`src/core/usc_pkg.sv`:
```
// Shared constants, types and carriers for the USB status and endpoint control block
package usc_pkg;

  // Clock and bit rates
  localparam int unsigned CLK_HZ        = 20_000_000;
  localparam int unsigned FS_BIT_HZ     = 12_000_000;
  localparam int unsigned LS_BIT_HZ     = 1_500_000;
  localparam int unsigned FS_DIV_CYC    = (CLK_HZ / FS_BIT_HZ) < 1 ? 1 : (CLK_HZ / FS_BIT_HZ);
  localparam int unsigned LS_DIV_CYC    = (CLK_HZ / LS_BIT_HZ) < 1 ? 1 : (CLK_HZ / LS_BIT_HZ);
  localparam int unsigned REASSERT_TCY  = 6;

  // Register byte offsets
  localparam logic [11:0] OFS_CFG       = 12'h000;
  localparam logic [11:0] OFS_CTRL      = 12'h004;
  localparam logic [11:0] OFS_XFER_FLAG = 12'h008;
  localparam logic [11:0] OFS_STATUS    = 12'h00C;
  localparam logic [11:0] OFS_ADDR      = 12'h010;
  localparam logic [11:0] OFS_FRML      = 12'h014;
  localparam logic [11:0] OFS_FRMH      = 12'h018;
  localparam logic [11:0] OFS_EP_BASE   = 12'h040;
  localparam logic [11:0] OFS_EP_LAST   = 12'h07C;

  // Configuration fields
  localparam int unsigned CFG_EYE   = 7;
  localparam int unsigned CFG_PUEN  = 4;
  localparam int unsigned CFG_TRDIS = 3;
  localparam int unsigned CFG_FULL_SPEED_SELECT  = 2;
  localparam logic [7:0]  CFG_MASK  = 8'h9F;
  localparam logic [7:0]  CFG_RST   = 8'h00;

  // Control fields
  localparam int unsigned CTL_EN   = 0;
  localparam int unsigned CTL_SUSP = 1;
  localparam logic [1:0]  CTL_RST  = 2'h0;

  // Endpoint control fields
  localparam int unsigned EP_HSHK   = 4;
  localparam int unsigned EP_SETDIS = 3;
  localparam int unsigned EP_OUTEN  = 2;
  localparam int unsigned EP_INEN   = 1;
  localparam int unsigned EP_STALL  = 0;
  localparam logic [4:0]  EP_RST    = 5'h00;

  // Status entry fields
  localparam int unsigned ST_ENDP_LSB = 3;
  localparam int unsigned ST_DIR      = 2;
  localparam int unsigned ST_ODD      = 1;

  localparam logic [6:0] ADDR_RST = 7'h00;

  // Dual-access memory map in core data space
  localparam logic [11:0] RAM_LO = 12'h060;
  localparam logic [11:0] RAM_HI = 12'hF3F;
  localparam logic [11:0] BDT_LO = 12'h400;
  localparam logic [11:0] BDT_HI = 12'h4FF;

  typedef enum logic [3:0] {
    PID_OUT   = 4'h1,
    PID_SOF   = 4'h5,
    PID_IN    = 4'h9,
    PID_SETUP = 4'hD
  } usc_pid_e;

  typedef enum logic [4:0] {
    RSP_NONE   = 5'b00001,
    RSP_ACCEPT = 5'b00010,
    RSP_NOHS   = 5'b00100,
    RSP_NAK    = 5'b01000,
    RSP_STALL  = 5'b10000
  } usc_rsp_e;

  typedef enum logic [1:0] {
    EYE_IDLE = 2'b01,
    EYE_RUN  = 2'b10
  } usc_eye_e;

  typedef struct packed {
    logic       valid;
    usc_pid_e   pid;
    logic [6:0] addr;
    logic [3:0] endp;
    logic [10:0] frame;
  } usc_tok_s;

  typedef struct packed {
    logic       valid;
    logic [3:0] endp;
    logic       dir_in;
    logic       odd;
  } usc_done_s;

  typedef struct packed {
    logic       valid;
    logic [3:0] endp;
  } usc_stall_s;

endpackage

```
`src/core/usc_sie_ctrl.sv`:
```
// Status FIFO, endpoint control, address, frame number, pull-up and eye test logic
//
// The register addresses and the APB slave port were chosen for this implementation.
`timescale 1ns/1ps

module usc_sie_ctrl #(
  parameter int unsigned DEPTH = 4
) (
  input  wire logic               pclk,
  input  wire logic               presetn,
  input  wire logic               psel,
  input  wire logic               penable,
  input  wire logic               pwrite,
  input  wire logic [11:0]        paddr,
  input  wire logic [31:0]        pwdata,
  output logic      [31:0]        prdata,
  output logic                    pready,
  output logic                    pslverr,
  input  wire usc_pkg::usc_tok_s  tok,
  input  wire usc_pkg::usc_done_s done,
  input  wire usc_pkg::usc_stall_s stall_evt,
  input  wire logic               bus_reset_flag,
  output usc_pkg::usc_rsp_e       rsp,
  output logic                    transfer_done_flag,
  output logic                    fifo_full,
  output logic                    eye_tx_en,
  output logic                    eye_dp,
  output logic                    eye_dm,
  output logic                    pullup_dp,
  output logic                    pullup_dm,
  input  wire logic [11:0]        cpu_daddr,
  output logic                    usb_ram_sel,
  output logic                    bdt_sel
);

  localparam int unsigned PW = $clog2(DEPTH);

  initial begin
    if (DEPTH < 2 || (1 << PW) != DEPTH) begin
      $error("DEPTH must be a power of two of at least 2");
    end
  end

  // Register state
  logic [7:0]        cfg_q, cfg_d;
  logic [1:0]        ctl_q, ctl_d;
  logic [6:0]        addr_q, addr_d;
  logic [10:0]       frame_q, frame_d;
  logic [4:0]        ep_q [16];
  logic [4:0]        ep_d [16];
  logic [31:0]       prdata_q, prdata_d;
  // Status FIFO state
  logic [5:0]        mem_q [DEPTH];
  logic [5:0]        mem_d [DEPTH];
  logic [PW-1:0]     wp_q, wp_d, rp_q, rp_d;
  logic [PW:0]       cnt_q, cnt_d;
  logic              flag_q, flag_d;
  // Response and eye state
  usc_pkg::usc_rsp_e rsp_q, rsp_d;
  usc_pkg::usc_eye_e eye_q, eye_d;
  logic [3:0]        div_q, div_d;
  logic              ph_q, ph_d;
  logic              ram_q, ram_d, bdt_q, bdt_d;

  logic wr_acc, rd_set, mapped, push, pop, full, mod_on, bit_tick;
  logic addressed, dir_ok, stall_eff;
  logic [4:0] tep;

  // Address decode shared by read mux and write path
  function automatic logic is_mapped(input logic [11:0] a);
    if (a == usc_pkg::OFS_CFG || a == usc_pkg::OFS_CTRL || a == usc_pkg::OFS_XFER_FLAG) begin
      is_mapped = 1'b1;
    end else if (a == usc_pkg::OFS_ADDR || a == usc_pkg::OFS_FRML || a == usc_pkg::OFS_FRMH) begin
      is_mapped = 1'b1;
    end else if (a == usc_pkg::OFS_STATUS) begin
      is_mapped = 1'b1;
    end else if (a >= usc_pkg::OFS_EP_BASE && a <= usc_pkg::OFS_EP_LAST && a[1:0] == 2'h0) begin
      is_mapped = 1'b1;
    end else begin
      is_mapped = 1'b0;
    end
  endfunction

  function automatic logic in_range(input logic [11:0] a, input logic [11:0] lo,
                                    input logic [11:0] hi);
    in_range = (a >= lo) && (a <= hi);
  endfunction

  // Bus qualifiers and engine-side decisions
  always_comb begin
    mapped    = is_mapped(paddr);
    wr_acc    = psel && penable && pwrite && mapped;
    rd_set    = psel && !penable && !pwrite;
    full      = (cnt_q == (PW+1)'(DEPTH));
    mod_on    = ctl_q[usc_pkg::CTL_EN] && !ctl_q[usc_pkg::CTL_SUSP];
    push      = done.valid && !full;
    pop       = wr_acc && (paddr == usc_pkg::OFS_XFER_FLAG) && pwdata[0] && flag_q;
    addressed = tok.valid && mod_on && (tok.addr == addr_q);
    tep       = ep_q[tok.endp];
    dir_ok    = ((tok.pid == usc_pkg::PID_OUT) && tep[usc_pkg::EP_OUTEN])
             || ((tok.pid == usc_pkg::PID_IN) && tep[usc_pkg::EP_INEN])
             || ((tok.pid == usc_pkg::PID_SETUP) && tep[usc_pkg::EP_OUTEN]
                 && tep[usc_pkg::EP_INEN] && !tep[usc_pkg::EP_SETDIS]);
    stall_eff = tep[usc_pkg::EP_STALL] && (tep[usc_pkg::EP_OUTEN] || tep[usc_pkg::EP_INEN]);
  end

  // Configuration, control, address and frame registers
  always_comb begin
    cfg_d   = cfg_q;
    ctl_d   = ctl_q;
    addr_d  = addr_q;
    frame_d = frame_q;
    if (wr_acc && paddr == usc_pkg::OFS_CFG) begin
      cfg_d = pwdata[7:0] & usc_pkg::CFG_MASK;
    end else if (wr_acc && paddr == usc_pkg::OFS_CTRL) begin
      ctl_d = pwdata[1:0];
    end
    if (wr_acc && paddr == usc_pkg::OFS_ADDR) begin
      addr_d = pwdata[6:0];
    end
    if (bus_reset_flag) begin
      addr_d = usc_pkg::ADDR_RST;
    end
    if (tok.valid && tok.pid == usc_pkg::PID_SOF && mod_on) begin
      frame_d = tok.frame;
    end
  end

  always_ff @(posedge pclk or negedge presetn) begin
    if (!presetn) begin
      cfg_q   <= usc_pkg::CFG_RST;
      ctl_q   <= usc_pkg::CTL_RST;
      addr_q  <= usc_pkg::ADDR_RST;
      frame_q <= 11'h000;
    end else begin
      cfg_q   <= cfg_d;
      ctl_q   <= ctl_d;
      addr_q  <= addr_d;
      frame_q <= frame_d;
    end
  end

  // Endpoint controls; an issued stall wins over a firmware write
  always_comb begin
    for (int i = 0; i < 16; i++) begin
      ep_d[i] = ep_q[i];
      if (wr_acc && paddr == usc_pkg::OFS_EP_BASE + 12'(i * 4)) begin
        ep_d[i] = pwdata[4:0];
      end
      if (stall_evt.valid && stall_evt.endp == 4'(i)) begin
        ep_d[i][usc_pkg::EP_STALL] = 1'b1;
      end
    end
  end

  always_ff @(posedge pclk or negedge presetn) begin
    if (!presetn) begin
      ep_q <= '{default: usc_pkg::EP_RST};
    end else begin
      ep_q <= ep_d;
    end
  end

  // Status FIFO and transfer-done flag
  always_comb begin
    mem_d = mem_q;
    wp_d  = wp_q;
    rp_d  = rp_q;
    cnt_d = cnt_q;
    if (push) begin
      mem_d[wp_q] = {done.endp, done.dir_in, done.odd};
      wp_d        = wp_q + 1'b1;
    end
    if (pop) begin
      rp_d = rp_q + 1'b1;
    end
    cnt_d = cnt_q + {{PW{1'b0}}, push} - {{PW{1'b0}}, pop};
    flag_d = (cnt_d != '0);
  end

  always_ff @(posedge pclk or negedge presetn) begin
    if (!presetn) begin
      mem_q  <= '{default: 6'h00};
      wp_q   <= '0;
      rp_q   <= '0;
      cnt_q  <= '0;
      flag_q <= 1'b0;
    end else begin
      mem_q  <= mem_d;
      wp_q   <= wp_d;
      rp_q   <= rp_d;
      cnt_q  <= cnt_d;
      flag_q <= flag_d;
    end
  end

  // Token answer, registered one cycle after the token
  always_comb begin
    rsp_d = usc_pkg::RSP_NONE;
    if (addressed && tok.pid != usc_pkg::PID_SOF && dir_ok) begin
      if (stall_eff) begin
        rsp_d = usc_pkg::RSP_STALL;
      end else if (full) begin
        rsp_d = usc_pkg::RSP_NAK;
      end else if (tep[usc_pkg::EP_HSHK]) begin
        rsp_d = usc_pkg::RSP_ACCEPT;
      end else begin
        rsp_d = usc_pkg::RSP_NOHS;
      end
    end
  end

  always_ff @(posedge pclk or negedge presetn) begin
    if (!presetn) begin
      rsp_q <= usc_pkg::RSP_NONE;
    end else begin
      rsp_q <= rsp_d;
    end
  end

  // Eye pattern generator with bit-rate divider
  always_comb begin
    eye_d    = eye_q;
    div_d    = div_q;
    ph_d     = ph_q;
    bit_tick = 1'b0;
    case (eye_q)
      usc_pkg::EYE_IDLE: begin
        ph_d  = 1'b0;
        div_d = '0;
        if (cfg_q[usc_pkg::CFG_EYE] && ctl_q[usc_pkg::CTL_EN]) begin
          eye_d = usc_pkg::EYE_RUN;
        end
      end
      usc_pkg::EYE_RUN: begin
        bit_tick = (div_q == 4'(cfg_q[usc_pkg::CFG_FULL_SPEED_SELECT] ? usc_pkg::FS_DIV_CYC - 1
                                                         : usc_pkg::LS_DIV_CYC - 1));
        div_d    = bit_tick ? 4'h0 : div_q + 4'h1;
        ph_d     = bit_tick ? !ph_q : ph_q;
        if (!(cfg_q[usc_pkg::CFG_EYE] && ctl_q[usc_pkg::CTL_EN])) begin
          eye_d = usc_pkg::EYE_IDLE;
        end
      end
      default: begin
        eye_d = usc_pkg::EYE_IDLE;
      end
    endcase
  end

  always_ff @(posedge pclk or negedge presetn) begin
    if (!presetn) begin
      eye_q <= usc_pkg::EYE_IDLE;
      div_q <= 4'h0;
      ph_q  <= 1'b0;
    end else begin
      eye_q <= eye_d;
      div_q <= div_d;
      ph_q  <= ph_d;
    end
  end

  // Read data captured in the setup phase; RAM window decode
  always_comb begin
    prdata_d = prdata_q;
    ram_d    = in_range(cpu_daddr, usc_pkg::RAM_LO, usc_pkg::RAM_HI);
    bdt_d    = in_range(cpu_daddr, usc_pkg::BDT_LO, usc_pkg::BDT_HI);
    if (rd_set) begin
      prdata_d = 32'h0000_0000;
      if (paddr == usc_pkg::OFS_CFG) begin
        prdata_d[7:0] = cfg_q;
      end else if (paddr == usc_pkg::OFS_CTRL) begin
        prdata_d[1:0] = ctl_q;
      end else if (paddr == usc_pkg::OFS_XFER_FLAG) begin
        prdata_d[0] = flag_q;
      end else if (paddr == usc_pkg::OFS_STATUS) begin
        prdata_d[6:1] = mem_q[rp_q];
      end else if (paddr == usc_pkg::OFS_ADDR) begin
        prdata_d[6:0] = addr_q;
      end else if (paddr == usc_pkg::OFS_FRML) begin
        prdata_d[7:0] = frame_q[7:0];
      end else if (paddr == usc_pkg::OFS_FRMH) begin
        prdata_d[2:0] = frame_q[10:8];
      end else if (is_mapped(paddr)) begin
        prdata_d[4:0] = ep_q[paddr[5:2]];
      end
    end
  end

  always_ff @(posedge pclk or negedge presetn) begin
    if (!presetn) begin
      prdata_q <= 32'h0000_0000;
      ram_q    <= 1'b0;
      bdt_q    <= 1'b0;
    end else begin
      prdata_q <= prdata_d;
      ram_q    <= ram_d;
      bdt_q    <= bdt_d;
    end
  end

  // Outputs
  assign prdata             = prdata_q;
  assign pready             = 1'b1;
  assign pslverr            = psel && penable && !mapped;
  assign rsp                = rsp_q;
  assign transfer_done_flag = flag_q;
  assign fifo_full          = full;
  assign eye_tx_en          = (eye_q == usc_pkg::EYE_RUN);
  assign eye_dp             = eye_tx_en && ph_q;
  assign eye_dm             = eye_tx_en && !ph_q;
  assign pullup_dp          = cfg_q[usc_pkg::CFG_PUEN] && !cfg_q[usc_pkg::CFG_TRDIS]
                              && cfg_q[usc_pkg::CFG_FULL_SPEED_SELECT];
  assign pullup_dm          = cfg_q[usc_pkg::CFG_PUEN] && !cfg_q[usc_pkg::CFG_TRDIS]
                              && !cfg_q[usc_pkg::CFG_FULL_SPEED_SELECT];
  assign usb_ram_sel        = ram_q;
  assign bdt_sel            = bdt_q;
endmodule // usc_sie_ctrl

```
`config.mk`:
```
export PLATFORM = sky130hd
export DESIGN_NAME = usc_sie_ctrl
export DESIGN_NICKNAME = d
export VERILOG_FILES = /design/src/core/usc_pkg.sv /design/src/core/usc_sie_ctrl.sv
export SDC_FILE = /design/constraint.sdc
export NUM_CORES = 1
export LEC_CHECK = 0
export BUFFER_PORTS_ARGS = -buffer_cell sky130_fd_sc_hd__buf_2
export CAP_MARGIN = 20
export CORE_MARGIN = 2
export CORE_UTILIZATION = 51
export DETAILED_ROUTE_END_ITERATION = 10
export PLACE_DENSITY = 0.76
export SLEW_MARGIN = 15
export SYNTH_ARGS = -nofsm -noshare
export SYNTH_HDL_FRONTEND = slang
export SYNTH_SLANG_ARGS = --single-unit
```
`constraint.sdc`:
```
create_clock -name pclk -period 2.4 [get_ports pclk]
set_input_delay 0.24 -clock pclk [delete_from_list [all_inputs] [get_ports pclk]]
set_output_delay 0.24 -clock pclk [all_outputs]
set_load 0.01 [all_outputs]
```
After elaboration in Yosys (flattened, before gate mapping):

Cells that the tools add are included.

* register bits after elaboration: 160
* bits of input ports: 101
* output and inout port bits: 48
* logic and storage cells: 319

* $add $sub $neg: 5
* magnitude comparators: 11
* equal/unequal tests: 50
* multiplexer cells: 87
* bitwise operators: 5
* reductions and logical operators: 110

Operators by type and width (count)
* $eq 12x7->1 const B: 16
* $logic_and 1x1->1: 69
* $mux 1: 51
* $bmux 5 s4: 2
* $eq 4x4->1 const B: 10
* $mux 5: 8
* $eq 12x5->1 const B: 3
* $reduce_bool 2->1: 18
* $mux 6: 5
* $mux 7: 4
* $bwmux 24: 1
* $eq 12x4->1 const B: 2
* $ge 12x7->1 const B: 2
* $eq 4x3->1 const B: 5
* $bmux 6 s2: 1
* $demux 6 s2: 1
* $eq 12x3->1 const B: 1
* $ge 12x11->1 const B: 1
* $le 12x11->1 const B: 1
* $le 12x12->1 const B: 1
* $le 12x7->1 const B: 1
* $logic_not 12->1: 1
* $mux 4: 3
* $ge 5x5->1 const B: 2
* other kinds (31): 59

Logic depth before layout (Yosys ltp):

Gate-level depths: netlist (run 1).

* depth after elaboration: 22
* depth in mapped cells: 13
* depth with buffers taken out: 12

Least setup slack after synthesis (run 1):

Ideal clock, no wire load.

* path type: input to register
* start point: input paddr[1]
* end point: register flag_q (netlist: transfer_done_flag)
* setup time: 0.131 ns
* arrival time: 2.689 ns
* setup slack: -0.420 ns
* cell stages on the path: 12
* path through: nor4_4 -> o2111a_1 -> nand3_1 -> nor2_1 -> ha_1 -> inv_1 -> ha_1 -> inv_1 -> fa_1 -> xnor2_1 -> xnor2_1 -> or3_1

* cells in the longest elaborated chain, start to end: 13
* elaborated cells between the ends (all ways): 26

Ends and longest elaborated chain
* start, declared: RTL line usc_sie_ctrl.sv:14 `input wire logic [11:0] paddr,`
* $ge 12x7->1 or $le 12x7->1 (tied branches): RTL line usc_sie_ctrl.sv:77 `end else if (a >= usc_pkg::OFS_EP_BASE && a <= usc_pkg::OFS_EP_LAST && a[1:0] == 2'h0) begin`
* $logic_and 1x1->1 (2 in a row): RTL line usc_sie_ctrl.sv:77
* $mux 1: RTL line usc_sie_ctrl.sv:77
* $mux 1: RTL line usc_sie_ctrl.sv:75 `end else if (a == usc_pkg::OFS_STATUS) begin`
* $mux 1: RTL line usc_sie_ctrl.sv:73 `end else if (a == usc_pkg::OFS_ADDR || a == usc_pkg::OFS_FRML || a == usc_pkg::OFS_FRMH) begin`
* $mux 1: RTL line usc_sie_ctrl.sv:71 `if (a == usc_pkg::OFS_CFG || a == usc_pkg::OFS_CTRL || a == usc_pkg::OFS_XFER_FLAG) begin`
* $logic_and 1x1->1: RTL line usc_sie_ctrl.sv:92 `wr_acc = psel && penable && pwrite && mapped;`
* $logic_and 1x1->1 (*) (3 in a row): RTL line usc_sie_ctrl.sv:97 `pop = wr_acc && (paddr == usc_pkg::OFS_XFER_FLAG) && pwdata[0] && flag_q;`
* via pop: RTL line usc_sie_ctrl.sv:65 `logic wr_acc, rd_set, mapped, push, pop, full, mod_on, bit_tick;`
* $sub 3x1->3 (*): RTL line usc_sie_ctrl.sv:177 `cnt_d = cnt_q + {{PW{1'b0}}, push} - {{PW{1'b0}}, pop};`
* via cnt_d[2]: RTL line usc_sie_ctrl.sv:56 `logic [PW:0] cnt_q, cnt_d;`
* $reduce_bool 3->1 (*): RTL line usc_sie_ctrl.sv:178 `flag_d = (cnt_d != '0);`
* via flag_d: RTL line usc_sie_ctrl.sv:57 `logic flag_q, flag_d;`
* end signal, assigned: RTL line usc_sie_ctrl.sv:193 `flag_q <= flag_d;`
* end, declared: RTL line usc_sie_ctrl.sv:57

Mark *: on every way through the listed nets, which the timed path passes. The rest lies on a longest branch.
A chain may end at the register's enable or synchronous reset.

Final worst setup path (run 1):

* start point: register cnt_q[2]
* end point: register flag_q (netlist: transfer_done_flag)

* cells in the longest elaborated chain, start to end: 6

Ends and longest elaborated chain
* start, declared: RTL line usc_sie_ctrl.sv:56
* start signal, assigned: RTL line usc_sie_ctrl.sv:192 `cnt_q <= cnt_d;`
* $eq 3x3->1: RTL line usc_sie_ctrl.sv:94 `full = (cnt_q == (PW+1)'(DEPTH));`
* $logic_not 1->1: RTL line usc_sie_ctrl.sv:96 `push = done.valid && !full;`
* $logic_and 1x1->1: RTL line usc_sie_ctrl.sv:96
* $add 3x1->3 (*): RTL line usc_sie_ctrl.sv:177
* $sub 3x1->3 (*): RTL line usc_sie_ctrl.sv:177
* via cnt_d[2]: RTL line usc_sie_ctrl.sv:56
* $reduce_bool 3->1 (*): RTL line usc_sie_ctrl.sv:178
* via flag_d: RTL line usc_sie_ctrl.sv:57

Marked as above.

==> out/metrics.csv, run 1 <==
stage,metric,value,unit
power,Max IR drop VDD,0.000560,V
finish,"most common cell after layout, fill and taps aside",dfrtp_1,
global_route,gr ovfl total,0,
finish,Reg area,4010,sq um
floorplanning,Die Ht,136,microns
power,power density over the cells,686,nW/um^2
placement,Inst Count DP,1043,
setup_path,WP buf/inv,3,
setup_path,CP max-delay cell,dfrtp_1,
clock_tree,Worst-path clk slew,0.07,ns
global_route,largest net degree at the start of global routing,50,
finish,antenna fix cells,0,
floorplanning,standard-cell rows,48,
synth,Yosys reg bits,160,
drt,Vias/cell,5.84,
synth,"Avg Cell Area, Syn",12.6,sq um
finish,"commonest cells after routing, fill and taps aside","dfrtp_1 (158), mux2_2 (105), buf_2 (93)",
drt,drt first pass iters,5,
clock_tree,clock latency at the later pin of the worst-skew pair,0.44,ns
drt,vias,6304,
setup_path,Critical Path RT,2.72,ns
timing,RSZ-0062 raised after global routing,yes,
setup_path,Crit path largest cell delay,0.39,ns
finish,final net count,954,
drt,DRT antenna net count,0,
timing,Final setup viols,0,
finish,Synth-to-Final Area Change,18.8,%
timing,Slew Limit Fails,0,
power,Pleak,4.81,nW
placement,Placed Area,9860,sq um
finish,layout cells sized above 1,0.421,
synth,"Distinct cells, synth",70,
synth,ys async rst share,1.00,
drt,routed length per instance,20.1,microns
synth,Gate Count Post-Synth,700,
floorplanning,starting density of the core,0.516,
finish,post-route cell area,10500,sq um
synth,Post-synth EDFFs,0,
global_route,vias in the first global route,6330,
setup_path,Crit Path Class,register to register,
floorplanning,Die X,136,microns
setup_path,r2r setup slk,0.02,ns
placement,PortBufs,94,
timing,fin crit share,0.992,
global_route,antenna violations before repair,0,
placement,Routability Congestion,0.884,
clock_tree,clock sink count,160,
timing,clock skew,0.00990,ns
clock_tree,CTS root buffer,clkbuf_16,
status,status,"finished, final reports clean",
synth,YS warnings,0,
setup_path,Critical Path End Type,register,
setup_path,"delay-heaviest family, CP",adder cells,
finish,area of the multi-input gates,4540,sq um
drt,final wirelength,21800,microns
global_route,Total Routing Usage GR,0.248,
timing,final hold viol count,0,
setup_path,CP Data Arrival Time,2.70,ns
finish,fill count,1367,
floorplanning,die area,18400,sq um
finish,"non-filler cells, final",1080,
global_route,first-pass GRT wire length,34400,microns
clock_tree,H-tree levels,4,
setup_path,"Cell Chain, Critical Path",nor3b_2 -> nor2b_1 -> inv_1 -> ha_1 -> inv_1 -> ha_1 -> inv_1 -> fa_2 -> xnor2_2 -> xnor2_1 -> or3_1,
drt,drt initial violations,510,
setup_path,crit-path most repeated cell,inv_1,
placement,DP HPWL,15800,microns
setup_path,Startpoint Class,register,
clock_tree,CTS Buf Count,17,
timing,Slew HR,0.462,
worst_hold_path,Hold Path Depth,2,
timing,Final Critical Period,2.38,ns
setup_path,worst reg-to-reg path cell count,11,
timing,f_max,420,MHz
floorplanning,io pins,149,
clock_tree,CTS tree,done,
job,max_cap viols,0,
setup_path,critical path depth,11,
synth,Mapped Area,8830,sq um
worst_hold_path,worst min-delay path class,input pin to register,
floorplanning,core footprint,17100,sq um
synth,prevailing post-synth register cell,dfrtp_1,
clock_tree,CTS max path bufs,2,
synth,sequential fraction of the synthesis area,0.453,
setup_path,"critical path fanouts, max",2,
drt,# DRC,0,
timing,Slew @ Worst Pin,0.804,ns
## Yosys cell counts, types with 10 or more instances
master    instances  area [sq um]
nor2b_1          11          68.8
ha_1             10           125
nand3_1          18          90.1
clkbuf_1         12          45.0
mux2_2          105          1180
nor3_1           10          50.1
a21oi_1          13          65.1
nand2_1          33           124
mux4_2           37           833
buf_4            27           203
a31oi_1          11          68.8
xnor2_1          12           105
nor2_1           44           165
mux2i_1          27           270
mux4_1           13           342
buf_2            11          55.1
o21ai_0          25           125
dfrtp_1         158          3950
inv_1            15          56.3
## final cells by class
class	instances	share of cell area
Sequential cell	160	0.382
Inverter	15	0.00537
Clock buffer	17	0.0405
Multi-Input combinational cell	487	0.433
Clock inverter	15	0.0150
Timing Repair Buffer	161	0.0974
Tap cell	225	0.0268
## path summary, 6_finish.rpt
path	startpoint	end
max in group asynchronous	presetn	ep_q[6]$_DFFE_PN0P_
max reg2reg	cnt_q[2]$_DFF_PN0_	transfer_done_flag$_DFF_PN0_
min reg2reg	cfg_q[0]$_DFFE_PN0P_	cfg_q[0]$_DFFE_PN0P_
min	tok[10]	frame_q[10]$_DFFE_PN0P_
max	cnt_q[2]$_DFF_PN0_	transfer_done_flag$_DFF_PN0_
min in group asynchronous	presetn	div_q[0]$_DFFE_PN0P_
## report_power, final
| part | internal, mW | switching [mW] |
|---|---|---|
| Sequential | 3.02 | 0.192 |
| Combinational | 0.666 | 0.636 |
| Clock | 1.39 | 1.29 |
## through the flow
step            util  TNS [ns]  setup WS, ns  hold slack, ns  total power, mW
2_1_floorplan      -    -0.187        -0.187         -0.0556             4.05
3_3_place_gp   0.576    -0.245        -0.245           0.206             4.43
3_5_place_dp   0.576    -0.300        -0.300           0.206             4.51
4_1_cts        0.612         0       0.00488          0.0122             7.22
5_1_grt        0.613   -0.0666       -0.0666          0.0133             7.50
6_report       0.613         0        0.0199          0.0303             7.20
## cell families (layout without fill, tap and decap cells)
family | count (synthesis) | in the layout | share of synthesized area
AOI/OAI and AO/OA | 88 | 88 | 0.0657
xor gates and xnor gates | 13 | 13 | 0.0129
adders and majority gates | 11 | 11 | 0.0164
buffers and inverters | 76 | 208 | 0.0480
DFF | 160 | 160 | 0.453
muxes | 186 | 186 | 0.303
other | 2 | 25 | 0.000850
and+or+nand+nor | 164 | 164 | 0.100
## timing repair
item	4_1_cts	5_1_grt
resized for setup	2	0
pin swaps	0	1
hold buffers	2	0
hold endpoints to repair	43	0
gates cloned	0	0
buffers inserted	0	3
setup endpoints to repair	1	1
## routing by layer
metal / wire [microns] / GRT usage / vias to the layer above
li1: - / - / 2859
met1: 9450 / 0.335 / 3191
met2: 10500 / 0.387 / 211
met3: 1270 / 0.0595 / 43
met4: 575 / 0.106 / 0
met5: 0 / 0 / -
## registers in the layout (all words and copies together), names as in the netlist, 2 cells and up
name and flops:
frame_q 11, mem_q 24, addr_q 7, ctl_q 2
rp_q 2, wp_q 2, prdata 8, eye_q 2
ep_q 80, div_q 4, rsp 5, cnt_q 3
cfg_q 6
Power figures use the tool's default switching activity.
==> run 2: changes to the inputs <==
- CAP_MARGIN: 20 -> not set
- RECOVER_POWER: not set -> 25
==> run 2 against run 1 <==
  * Worst hold slack lost 0.0031 ns
  * First-iteration DRC count shrank 11%
  * Final cell count is the same
==> out/metrics.csv, run 2 (synthesis gave the netlist of run 1 again) <==
stage,metric,value,unit,change
status,status,"finished, final reports clean",,unchanged
setup_path,CP max-delay cell,dfrtp_1,,unchanged
drt,DRT antenna net count,0,,unchanged
power,Pleak,4.80,nW,was 4.81 nW
placement,Placed Area,9860,sq um,unchanged
finish,"non-filler cells, final",1080,,unchanged
finish,fill count,1372,,was 1367
global_route,first-pass GRT wire length,34400,microns,unchanged
timing,Slew Limit Fails,0,,unchanged
drt,drt initial violations,453,,was 510
timing,f_max,420,MHz,about the same
timing,Slew @ Worst Pin,1.20,ns,was 0.804 ns
drt,vias,6308,,was 6304
setup_path,CP Data Arrival Time,2.70,ns,about the same
drt,Vias/cell,5.84,,about the same
timing,Final setup viols,0,,unchanged
clock_tree,Worst-path clk slew,0.07,ns,about the same
floorplanning,standard-cell rows,48,,unchanged
clock_tree,clock sink count,160,,unchanged
timing,RSZ-0062 raised after global routing,yes,,unchanged
timing,Slew HR,0.198,,was 0.462
placement,Inst Count DP,1043,,unchanged
floorplanning,starting density of the core,0.516,,unchanged
global_route,largest net degree at the start of global routing,50,,unchanged
finish,final net count,954,,unchanged
clock_tree,CTS tree,done,,unchanged
finish,Synth-to-Final Area Change,18.5,%,was 18.8%
finish,largest reg by FF count,ep_q,,unchanged
global_route,gr ovfl total,0,,unchanged
setup_path,Critical Path RT,2.72,ns,about the same
timing,clock skew,0.00938,ns,was 0.00990 ns
setup_path,Crit path largest cell delay,0.39,ns,about the same
timing,final hold slack,0.0272,ns,was 0.0303 ns
timing,fin crit share,0.992,,about the same
timing,Final Critical Period,2.38,ns,about the same
clock_tree,CTS max path bufs,2,,unchanged
clock_tree,H-tree levels,4,,unchanged
setup_path,"critical path fanouts, max",2,,unchanged
finish,layout cells sized above 1,0.420,,was 0.421
floorplanning,core footprint,17100,sq um,unchanged
drt,routed length per instance,20.2,microns,was 20.1 microns
timing,final setup TNS,0,ns,unchanged
job,max_cap viols,0,,unchanged
finish,max reg flops,80,,unchanged
setup_path,Crit Path Class,register to register,,unchanged
finish,antenna fix cells,0,,unchanged
power,total power,7.19,mW,was 7.20 mW
finish,biggest regs,"ep_q: 80 flops, mem_q: 24 flops, frame_q: 11 flops",,unchanged
clock_tree,CTS root buffer,clkbuf_16,,unchanged
clock_tree,clock latency at the later pin of the worst-skew pair,0.44,ns,about the same
drt,final wirelength,21800,microns,about the same
drt,# DRC,0,,unchanged
setup_path,crit-path most repeated cell,inv_1,,unchanged
setup_path,Critical Path End Type,register,,unchanged
power,Max IR drop VDD,0.000560,V,about the same
global_route,antenna violations before repair,0,,unchanged
finish,"commonest cells after routing, fill and taps aside","dfrtp_1 (158), mux2_2 (105), buf_2 (92)",,"was dfrtp_1 (158), mux2_2 (105), buf_2 (93)"
power,power density over the cells,687,nW/um^2,was 686 nW/um^2
setup_path,"Cell Chain, Critical Path",nor3b_2 -> nor2b_1 -> inv_1 -> ha_1 -> inv_1 -> ha_1 -> inv_1 -> fa_2 -> xnor2_2 -> xnor2_1 -> or3_1,,unchanged
worst_hold_path,worst min-delay path class,input pin to register,,unchanged
timing,final hold viol count,0,,unchanged
placement,PortBufs,94,,unchanged
clock_tree,CTS Buf Count,17,,unchanged
setup_path,Startpoint Class,register,,unchanged
placement,Routability Congestion,0.884,,unchanged
global_route,Total Routing Usage GR,0.248,,unchanged
finish,post-route cell area,10500,sq um,about the same
floorplanning,die area,18400,sq um,unchanged
floorplanning,Die X,136,microns,unchanged
floorplanning,Die Ht,136,microns,unchanged
global_route,vias in the first global route,6330,,unchanged
placement,DP HPWL,15800,microns,unchanged
floorplanning,io pins,149,,unchanged
drt,drt first pass iters,5,,unchanged
finish,"most common cell after layout, fill and taps aside",dfrtp_1,,unchanged
[run 2: layout make-up]
class	instances	area, sq um	area share
clock inverters	15	158	0.0151
multi-input cells	487	4540	0.434
inverters	15	56.3	0.00538
repair buffers	161	1000	0.0957
flip-flops and latches	160	4010	0.383
clock buffers	17	425	0.0406
well taps	225	282	0.0269
[run 2: worst paths after layout]
path | slack, ns | start | to | depth (start not counted)
setup / recovery | 0.02 | cnt_q[2]$_DFF_PN0_ | transfer_done_flag$_DFF_PN0_ | 11
hold / removal | 0.03 | tok[4] | frame_q[4]$_DFFE_PN0P_ | 3
setup reg to reg | 0.02 | cnt_q[2]$_DFF_PN0_ | transfer_done_flag$_DFF_PN0_ | 11
hold reg to reg | 0.49 | cfg_q[0]$_DFFE_PN0P_ | cfg_q[0]$_DFFE_PN0P_ | 1
max in group asynchronous | 0.40 | presetn | ep_q[56]$_DFFE_PN0P_ | 3
min in group asynchronous | 0.59 | presetn | div_q[0]$_DFFE_PN0P_ | 2
[run 2: repair_timing]
item,4_1_cts,5_1_grt
hold buffers,2,0
pin swaps,0,1
resized for setup,2,0
endpoints found under the hold margin,43,0
setup endpoints to repair,1,1
buffers inserted,0,3
[run 2: layer usage]
| metal | share of wire | routed length, microns | global-route usage |
|---|---|---|---|
| met3 | 0.064 | 1410 | 0.0595 |
| met5 | 0 | 0 | 0 |
| met2 | 0.48 | 10500 | 0.387 |
| met4 | 0.027 | 597 | 0.106 |
| met1 | 0.43 | 9380 | 0.335 |
[run 2: metrics by stage]
step           setup WS, ns  utilization
2_1_floorplan        -0.187            -
3_3_place_gp         -0.245        0.576
3_5_place_dp         -0.300        0.576
4_1_cts             0.00488        0.612
5_1_grt             -0.0666        0.612
6_report             0.0193        0.612
[run 2: power by group]
part / switching, mW / internal (mW) / leakage (nW)
clock: 1.28 / 1.39 / 0.285
combinational: 0.638 / 0.663 / 2.44
sequential: 0.192 / 3.02 / 2.08
total: 2.11 / 5.08 / 4.80
[run 2: critical path: cells and delay by family (launching register included)]
kind,cells,cell delay (ns)
flops,1,0.39
xor+xnor,2,0.30
simple gates,3,0.63
buf+inv,3,0.18
fa+ha+maj,3,0.76
